===== config.mk =====
export PLATFORM = sky130hd
export DESIGN_NAME = rooc_top
export DESIGN_NICKNAME = d
export VERILOG_FILES = /design/src/hdl/rooc_pkg.sv /design/src/hdl/rooc_top.sv
export SDC_FILE = /design/constraint.sdc
export NUM_CORES = 1
export LEC_CHECK = 0
export BUFFER_PORTS_ARGS = -buffer_cell sky130_fd_sc_hd__buf_2
export CORE_ASPECT_RATIO = 1.2
export CORE_MARGIN = 4
export CORE_UTILIZATION = 25
export DETAILED_ROUTE_END_ITERATION = 10
export PLACE_DENSITY = 0.56
export SLEW_MARGIN = 5
export SYNTH_ARGS = -nofsm -noshare
export SYNTH_HDL_FRONTEND = slang
export SYNTH_SLANG_ARGS = --single-unit

===== constraint.sdc =====
create_clock -name sys_clk -period 2.1 [get_ports sys_clk]
set_input_delay 0.42 -clock sys_clk [delete_from_list [all_inputs] [get_ports sys_clk]]
set_output_delay 0.42 -clock sys_clk [all_outputs]
set_load 0.05 [all_outputs]

===== src/hdl/rooc_pkg.sv =====
// Constants and carrier types of the resizer output order control bank.
// Assumes a plain register port with 8-bit byte addresses and 32-bit data.
package rooc_pkg;

	// ----------------------------------------------------------------
	// Register port
	// ----------------------------------------------------------------
	localparam int ADDR_W = 8;
	localparam int DATA_W = 32;
	localparam int PIX_W = 16;

	// ----------------------------------------------------------------
	// Register offsets (byte addresses, one word each)
	// ----------------------------------------------------------------
	localparam logic [7:0] OFF_CHROMA_PHASE = 8'h00;
	localparam logic [7:0] OFF_ORDER = 8'h04;
	localparam logic [7:0] OFF_CH_A_ENABLE = 8'h08;
	localparam logic [7:0] OFF_CH_A_RUN_SEL = 8'h0C;
	localparam logic [7:0] OFF_CLOCK_GATE = 8'h10;
	localparam logic [7:0] OFF_SOURCE_FORMAT = 8'h14;
	localparam logic [7:0] OFF_STATUS = 8'h18;

	// ----------------------------------------------------------------
	// Field positions
	// ----------------------------------------------------------------
	localparam int BIT_PHASE_MID = 0;
	localparam int BIT_FLIP_H_A = 0;
	localparam int BIT_FLIP_V_A = 1;
	localparam int BIT_FLIP_H_B = 2;
	localparam int BIT_FLIP_V_B = 3;
	localparam int BIT_SAMPLE_SHIFT = 4;
	localparam int BIT_ENABLE = 0;
	localparam int BIT_SINGLE = 0;
	localparam int BIT_GATE = 0;
	localparam int BIT_PASSTHROUGH = 0;
	localparam int BIT_ST_RUN = 2;
	localparam int BIT_ST_DONE = 3;
	localparam int ORDER_W = 5;

	// ----------------------------------------------------------------
	// Reset values and run modes
	// ----------------------------------------------------------------
	localparam logic RST_BIT = 1'b0;
	localparam logic [ORDER_W-1:0] RST_ORDER = 5'h00;
	localparam logic [DATA_W-1:0] RDATA_IDLE = 32'h0000_0000;
	localparam logic [1:0] MODE_RESCALE = 2'h0;
	localparam logic [1:0] MODE_BYPASS = 2'h1;
	localparam logic [1:0] MODE_PASSTHROUGH = 2'h2;

	// ----------------------------------------------------------------
	// Carriers
	// ----------------------------------------------------------------
	typedef struct packed {
		logic [PIX_W-1:0] data;
		logic sol;
		logic eol;
	} rooc_pix_t;

	typedef struct packed {
		logic chroma_mid;
		logic chroma_sample_shift;
		logic second_channel_vertical_flip;
		logic second_channel_horizontal_flip;
		logic first_channel_vertical_flip;
		logic first_channel_horizontal_flip;
	} rooc_order_t;

endpackage : rooc_pkg


===== src/hdl/rooc_top.sv =====
// Control bank and first-channel line stage of the resizer output path.
// Assumes pixels and the vertical sync come from logic on sys_clk, and that
// the output path to memory applies the flip and chroma phase controls.
//
// Contract
// - Chroma phase bit selects co-sited or midway chroma
// - Shift bit moves chroma sampling to even pixels
// - Shift drops leftmost pixel, repeats rightmost pixel (one-pixel lines pass whole, no drop or copy)
// - Bit 3 flips second channel vertically
// - Bit 2 flips second channel horizontally
// - Bit 1 flips first channel vertically
// - Bit 0 flips first channel horizontally
// - First channel runs only while enabled
// - One-shot mode clears enable on vertical sync
// - Pass-through output gated by enable bit
// - Select bit: 0 continuous, 1 one-shot
// - Gate 0 with bypass 1 means pass-through
`timescale 1ns/1ps
module rooc_top (
	input wire logic sys_clk,
	input wire logic srst,
	input wire logic [rooc_pkg::ADDR_W-1:0] reg_addr,
	input wire logic [rooc_pkg::DATA_W-1:0] reg_wdata,
	input wire logic reg_wr,
	input wire logic reg_rd,
	output logic [rooc_pkg::DATA_W-1:0] reg_rdata,
	input wire logic vertical_sync_pulse,
	input wire logic pix_in_valid,
	input wire rooc_pkg::rooc_pix_t pix_in,
	output logic pix_out_valid,
	output rooc_pkg::rooc_pix_t pix_out,
	output rooc_pkg::rooc_order_t order_out,
	output logic [1:0] run_mode,
	output logic first_channel_run
);

	// ----------------------------------------------------------------
	// Decoding helpers
	// ----------------------------------------------------------------
	function automatic logic addr_hit(input logic [rooc_pkg::ADDR_W-1:0] addr,
			input logic [rooc_pkg::ADDR_W-1:0] off);
		addr_hit = (addr == off);
	endfunction : addr_hit

	function automatic logic [1:0] mode_of(input logic gate, input logic passthrough);
		logic [1:0] m;
		m = rooc_pkg::MODE_RESCALE;
		if (!gate) begin
			m = passthrough ? rooc_pkg::MODE_PASSTHROUGH : rooc_pkg::MODE_BYPASS;
		end
		mode_of = m;
	endfunction : mode_of

	typedef enum logic [1:0] {CH_IDLE, CH_RUN, CH_DONE} rooc_state_t;

	// ----------------------------------------------------------------
	// Registers
	// ----------------------------------------------------------------
	logic phase_reg;
	logic [rooc_pkg::ORDER_W-1:0] order_reg;
	logic enable_reg;
	logic enable_next;
	logic single_reg;
	logic gate_reg;
	logic passthrough_reg;
	logic [1:0] mode_reg;
	rooc_state_t state_reg;
	rooc_state_t state_next;
	logic [rooc_pkg::DATA_W-1:0] rdata_reg;
	logic [rooc_pkg::DATA_W-1:0] rdata_next;

	wire wr_phase = reg_wr && addr_hit(reg_addr, rooc_pkg::OFF_CHROMA_PHASE);
	wire wr_order = reg_wr && addr_hit(reg_addr, rooc_pkg::OFF_ORDER);
	wire wr_enable = reg_wr && addr_hit(reg_addr, rooc_pkg::OFF_CH_A_ENABLE);
	wire wr_single = reg_wr && addr_hit(reg_addr, rooc_pkg::OFF_CH_A_RUN_SEL);
	wire wr_gate = reg_wr && addr_hit(reg_addr, rooc_pkg::OFF_CLOCK_GATE);
	wire wr_format = reg_wr && addr_hit(reg_addr, rooc_pkg::OFF_SOURCE_FORMAT);

	wire single_end = vertical_sync_pulse && single_reg && enable_reg;

	// software write beats the vsync clear
	assign enable_next = wr_enable ? reg_wdata[rooc_pkg::BIT_ENABLE] :
		(single_end ? 1'b0 : enable_reg);

	always_comb begin
		state_next = state_reg;
		unique case (state_reg)
			CH_IDLE: begin
				if (enable_next) begin
					state_next = CH_RUN;
				end
			end
			CH_RUN: begin
				if (!enable_next) begin
					state_next = single_end ? CH_DONE : CH_IDLE;
				end
			end
			CH_DONE: begin
				if (enable_next) begin
					state_next = CH_RUN;
				end
			end
		endcase
	end

	always_ff @(posedge sys_clk) begin
		if (srst) begin
			phase_reg <= rooc_pkg::RST_BIT;
			order_reg <= rooc_pkg::RST_ORDER;
			single_reg <= rooc_pkg::RST_BIT;
			gate_reg <= rooc_pkg::RST_BIT;
			passthrough_reg <= rooc_pkg::RST_BIT;
		end else begin
			if (wr_phase) begin
				phase_reg <= reg_wdata[rooc_pkg::BIT_PHASE_MID];
			end
			if (wr_order) begin
				order_reg <= reg_wdata[rooc_pkg::ORDER_W-1:0];
			end
			if (wr_single) begin
				single_reg <= reg_wdata[rooc_pkg::BIT_SINGLE];
			end
			if (wr_gate) begin
				gate_reg <= reg_wdata[rooc_pkg::BIT_GATE];
			end
			if (wr_format) begin
				passthrough_reg <= reg_wdata[rooc_pkg::BIT_PASSTHROUGH];
			end
		end
	end

	// run mode from gate and bypass
	always_ff @(posedge sys_clk) begin
		if (srst) begin
			enable_reg <= rooc_pkg::RST_BIT;
			state_reg <= CH_IDLE;
			mode_reg <= rooc_pkg::MODE_RESCALE;
		end else begin
			enable_reg <= enable_next;
			state_reg <= state_next;
			mode_reg <= mode_of(gate_reg, passthrough_reg);
		end
	end

	// ----------------------------------------------------------------
	// Read path
	// ----------------------------------------------------------------
	wire [rooc_pkg::DATA_W-1:0] status_word = {28'h0000000, state_reg == CH_DONE,
		state_reg == CH_RUN, mode_reg};
	wire [rooc_pkg::DATA_W-1:0] read_word =
		addr_hit(reg_addr, rooc_pkg::OFF_CHROMA_PHASE) ? {31'h00000000, phase_reg} :
		addr_hit(reg_addr, rooc_pkg::OFF_ORDER) ? {27'h0000000, order_reg} :
		addr_hit(reg_addr, rooc_pkg::OFF_CH_A_ENABLE) ? {31'h00000000, enable_reg} :
		addr_hit(reg_addr, rooc_pkg::OFF_CH_A_RUN_SEL) ? {31'h00000000, single_reg} :
		addr_hit(reg_addr, rooc_pkg::OFF_CLOCK_GATE) ? {31'h00000000, gate_reg} :
		addr_hit(reg_addr, rooc_pkg::OFF_SOURCE_FORMAT) ? {31'h00000000, passthrough_reg} :
		addr_hit(reg_addr, rooc_pkg::OFF_STATUS) ? status_word :
		rooc_pkg::RDATA_IDLE;

	// Data only in the cycle after the strobe, zero otherwise
	assign rdata_next = reg_rd ? read_word : rooc_pkg::RDATA_IDLE;

	always_ff @(posedge sys_clk) begin
		if (srst) begin
			rdata_reg <= rooc_pkg::RDATA_IDLE;
		end else begin
			rdata_reg <= rdata_next;
		end
	end

	// ----------------------------------------------------------------
	// First-channel line stage
	// ----------------------------------------------------------------
	logic out_valid_reg;
	rooc_pkg::rooc_pix_t out_reg;
	logic pend_sol_reg;
	logic dup_reg;

	wire shift = order_reg[rooc_pkg::BIT_SAMPLE_SHIFT];

	wire in_ok = pix_in_valid && enable_reg;

	// leftmost pixel swallowed; one-pixel lines pass whole
	wire drop = shift && pix_in.sol && !pix_in.eol;
	wire in_pass = in_ok && !drop;

	// last pixel emitted twice, eol on the copy
	wire out_valid_next = in_pass || dup_reg;
	// One-pixel lines keep their length, so they get no copy
	wire line_long = !(pix_in.sol && pix_in.eol);
	wire dup_next = in_pass && shift && pix_in.eol && line_long;
	wire pend_sol_next = in_pass ? 1'b0 : ((in_ok && drop) ? 1'b1 : pend_sol_reg);
	wire rooc_pkg::rooc_pix_t out_next = in_pass ?
		rooc_pkg::rooc_pix_t'{data: pix_in.data, sol: pix_in.sol || pend_sol_reg,
			eol: pix_in.eol && !(shift && line_long)} :
		(dup_reg ? rooc_pkg::rooc_pix_t'{data: out_reg.data, sol: 1'b0, eol: 1'b1} : out_reg);

	// Copy slot is free only because the next line's first pixel is dropped
	always_ff @(posedge sys_clk) begin
		if (srst) begin
			out_valid_reg <= 1'b0;
			out_reg <= '0;
			pend_sol_reg <= 1'b0;
			dup_reg <= 1'b0;
		end else begin
			out_valid_reg <= out_valid_next;
			out_reg <= out_next;
			pend_sol_reg <= pend_sol_next;
			dup_reg <= dup_next;
		end
	end

	// ----------------------------------------------------------------
	// Outputs
	// ----------------------------------------------------------------
	assign reg_rdata = rdata_reg;
	assign pix_out_valid = out_valid_reg;
	assign pix_out = out_reg;
	assign run_mode = mode_reg;
	assign first_channel_run = enable_reg;

	assign order_out = rooc_pkg::rooc_order_t'{
		chroma_mid: phase_reg,
		chroma_sample_shift: shift,
		second_channel_vertical_flip: order_reg[rooc_pkg::BIT_FLIP_V_B],
		second_channel_horizontal_flip: order_reg[rooc_pkg::BIT_FLIP_H_B],
		first_channel_vertical_flip: order_reg[rooc_pkg::BIT_FLIP_V_A],
		first_channel_horizontal_flip: order_reg[rooc_pkg::BIT_FLIP_H_A]
	};
endmodule : rooc_top


== After elaboration in Yosys (flattened, before gate mapping) ==
Index checks and enable logic that the tools add are counted.
Word-level totals
  flip-flop bits (word level): 67
  input bits: 64
  logic and storage cells: 79
Operators by class
  equality and inequality tests: 10
  muxes and demuxes: 16
  bitwise logic cells: 1
  reduce and logical (&&, ||, !) cells: 35
Operator list (count)
  8-bit by 5-bit equality test with 1-bit output (second input constant): 3
  4-bit two-way mux: 5
  1-bit logical AND: 19
  18-bit two-way mux: 1
  8-bit by 4-bit equality test with 1-bit output (second input constant): 2
  2-bit two-way mux: 5
  8-bit by 3-bit equality test with 1-bit output (second input constant): 1
  8-bit zero test: 1
  2-bit OR reduction: 4
  8-bit OR reduction: 1
  5-bit two-way mux: 1
  1-bit zero test: 4
  2-bit one-hot mux with 2 select lines: 1
  1-bit two-way mux: 3
  3-bit OR reduction: 1
  2-bit by 1-bit equality test with 1-bit output (second input constant): 1
  2-bit equality test (second input constant): 1
  2-bit zero test: 1
  1-bit logical OR: 2
  2-bit by 1-bit inequality test with 1-bit output (second input constant): 1
  2-bit inequality test (second input constant): 1
  2-bit AND reduction: 1
  2-bit nonzero test: 1
  1-bit NOT: 1

== Longest topological paths before layout ==
  depth after elaboration: 8
  depth in mapped cells: 6
  gate-level depth less buffers: 4

== Least setup slack after synthesis ==
No wires, ideal clock.
  kind: reg-to-reg
  start: register enable_reg (netlist: first_channel_run)
  end: register out_reg (netlist bit pix_out[14])
  setup time: 0.132 ns
  data arrival time: 1.536 ns
  slack: 0.431 ns
  stages on the path, launching flop included: 7
  buffers on the path: 2
  period minus slack after synthesis: 1.669 ns
  path through: dfxtp_1 nand2_1 a31o_2 clkbuf_1 buf_2 nand2_1 a21oi_1
Between the ends
  longest elaborated chain between the ends: 2
Ends and longest elaborated chain
  start, declared: line rooc_top.sv:61  | logic enable_reg;
  start signal, assigned: line rooc_top.sv:135  | enable_reg <= rooc_pkg::RST_BIT;
  start signal, assigned: line rooc_top.sv:139  | enable_reg <= enable_next;
  1-bit logical AND: line rooc_top.sv:181  | wire in_ok = pix_in_valid && enable_reg;
  1-bit logical AND: line rooc_top.sv:185  | wire in_pass = in_ok && !drop;
  end signal, assigned: line rooc_top.sv:207  | out_reg <= out_next;
  end, declared: line rooc_top.sv:175  | rooc_pkg::rooc_pix_t out_reg;
Every way passes these cells.
A chain may end at the register's enable or synchronous reset.

== Worst setup path in the final report ==
  start: register order_reg[4] (netlist bit)
  end: output order_out[4] (netlist bit)
RTL lines
  start, declared: line rooc_top.sv:60  | logic [rooc_pkg::ORDER_W-1:0] order_reg;
  start signal, assigned: line rooc_top.sv:109  | order_reg <= rooc_pkg::RST_ORDER;
  start signal, assigned: line rooc_top.sv:118  | order_reg <= reg_wdata[rooc_pkg::ORDER_W-1:0];
  end, declared: line rooc_top.sv:32  | output rooc_pkg::rooc_order_t order_out,
No word-level cell between the ends.

==> flow_summary.yaml <==
status:
  status: "finished, final reports clean"
power_and_ir_drop:
  ir_drop_uv: 307.4
  power_density_nw_per_um2: 673.7
  leakagePower_nw: 1.052
logic_synthesis:
  yosys-top-cells-count: "dfxtp_1, nand2_1, buf_4"
  async_flop_share_pct: 0
  synth-seq-cells: 40
  ys_seq_area_share_pct: 44.79
  syn_area_sq_um: 1788
  synth_edf_count: 0
  syn_area_per_cell_sq_um: 8.514
  synthTopCellsByArea: "dfxtp_1, buf_4, nand2_1, mux2i_1, a21oi_1"
  synth_flop_cell: "dfxtp_1"
  ys_types: 35
  yosysMostFrequentCell: "dfxtp_1"
  syn_inst: 210
  yosysWarnings: 0
  synth.top_cell.area_share_pct: 44.79
  synth_top_cell_by_area: "dfxtp_1"
final_layout:
  largest_register_ffs: 18
  nets: 343
  syn_to_final_growth_pct: 24.49
  finalNonFillerCells: 367
  antenna_cells: 0
  fin_util_pct: 32.28
  drive_gt1_share_pct: 30.71
grt:
  grt_pass1_vias: 1560
  grt_use_total_pct: 10.13
  grt_pass1_wl_um: 7010
  gr-total-overflow: 0
  grt_max_degree: 21
  antenna_found_initial: 0
cts:
  ctsLongestPathBuffers: 2
  cts_tree: "built"
  ctsResizeCount: 0
  numCtsBuffers: 5
  htreeDepth: 2
  cts_setup_buffers: 0
  clockRootBuffer: "clkbuf_8"
  cts_hold_buf: 0
  clk_pin_slew_ns: 0.09
  cts.sink_count: 40
  clk_latency_ns: 0.29
floorplanning:
  start_util_pct: 25.93
  std_cell_rows: 33
  io_pins: 124
  core-area_sq_um: 6895
  die_width_um: 85.20
  die_y_um: 100.6
  dieArea_sq_um: 8575
placement:
  post-place-ws_ns: 0.2657
  io_buffer_count: 69
  globalplace.congestion: 0.7645
  dp.cells: 359
  hpwl_um: 3293
worst_hold_path:
  hp-class: "in2reg"
  hold_path_startpoint: "pix_in[8]"
  hold-path-endpoint: "pix_out[8]"
  min_path_cells: 3
setup_path:
  r2r_end: "pix_out[0]"
  rrSetupSlack_ns: 0.74
  timing.rr.start: "first_channel_run"
  cp.arrival_ns: 1.10
  crit_required_ns: 1.68
  max_stage_delay_ns: 0.49
  crit_family: "flip-flops"
  crit_chain: "buf_2"
  worstSetupStartpointType: "flip-flop"
  path_buf_inv: 1
  path_class: "reg2out"
  slowest_stage: "dfxtp_1"
  setup.worst_path.end_class: "output pin"
  crit_fanout: 6
  ff2ff_path_depth: 5
route:
  wl_per_cell_um: 11.71
  viasPerCell: 4.281
  totalWireLength_um: 4296
  ant_nets: 0
  vias: 1571
  drt-initial-drc-count: 45
  drc: 0
  dr.pass1.iters: 4
timing:
  setup_viol: 0
  slew_headroom_pct: 56.00
  min_period_over_period_pct: 72.43
  rsz0062_at_grt: "no"
  setup_tns_ns: 0
  timing.fmax_mhz: 657.4
  worst_slew_pin_slew_ns: 0.6540
  drv_slew: 0
  min_period_ns: 1.521
  hold_viol: 0
  fin_ws_ns: 0.5789
  fin_hold_ws_ns: 0.3549
  fin_skew_ns: 0.008702
run:
  drv_cap: 0
[metal layers]
layer | GRT usage, % | up-vias | routed length [um]
met3 | 4.415 | 4 | 425
met1 | 10.83 | 704 | 1688
met5 | 0 | - | 0
met4 | 3.045 | 0 | 36
li1 | - | 796 | -
met2 | 17.94 | 67 | 2146
[power by group]
group | total, mW | leakage, nW | internal [mW] | switching [mW]
Combinational | 0.189 | 0.678 | 0.0364 | 0.153
Clock | 0.550 | 0.0516 | 0.269 | 0.282
Sequential | 0.760 | 0.322 | 0.759 | 0.00100
Total | 1.50 | 1.05 | 1.06 | 0.435
[cells by family after synthesis]
logic type             share of synthesized area (%)
and+or+nand+nor                                22.74
buffers and inverters                          14.84
DFF                                            44.79
AOI/OAI and AO/OA                              11.27
muxes                                          6.158
other                                         0.2097
[cell usage in the layout (no fill, tap or decap), types with 5 or more instances in the layout]
cell type,n
clkbuf_8,6
buf_2,69
nand3_1,6
nor2_1,17
conb_1,27
dfxtp_1,40
nand2_1,37
mux2i_1,11
a21oi_1,21
inv_1,5
[per-stage QoR]
stage	cell area [sq um]	power, mW
2_1_floorplan	1886	0.9535
3_3_place_gp	2130	0.9655
3_5_place_dp	2130	0.9664
4_1_cts	2226	1.536
5_1_grt	2226	1.582
6_report	2226	1.500
[worst register-to-register path: cells and delay by family, from the launching register on]
family | cells | cell delay (ns)
compound gates | 2 | 0.30
flops | 1 | 0.49
simple gates | 2 | 0.26
buf+inv | 1 | 0.26
[how the worst max path moves through the flow]
| stage | cells after the start | end | start | slack [ns] |
|---|---|---|---|---|
| 6_report | 1 | order_out[4] | order_reg[4] | 0.58 |
| 5_1_grt | 5 | order_reg[1] | reg_addr[7] | 0.47 |
| 4_1_cts | 1 | order_out[4] | order_reg[4] | 0.55 |
| 3_5_place_dp | 5 | order_reg[1] | reg_addr[7] | 0.27 |
| 3_3_place_gp | 5 | order_reg[0] | reg_addr[7] | 0.30 |
| 2_1_floorplan | 6 | pix_out[14] | first_channel_run | 0.43 |
[cell type report]
cell class	count	area [sq um]
timing repair buffer	73	375.4
clock inverter	2	13.76
fill	774	4669
sequential	40	800.8
tap	87	108.9
multi-input combinational	154	825.8
inverter	5	18.77
clock buffer	6	82.58
(Power assumes the default switching activity.)
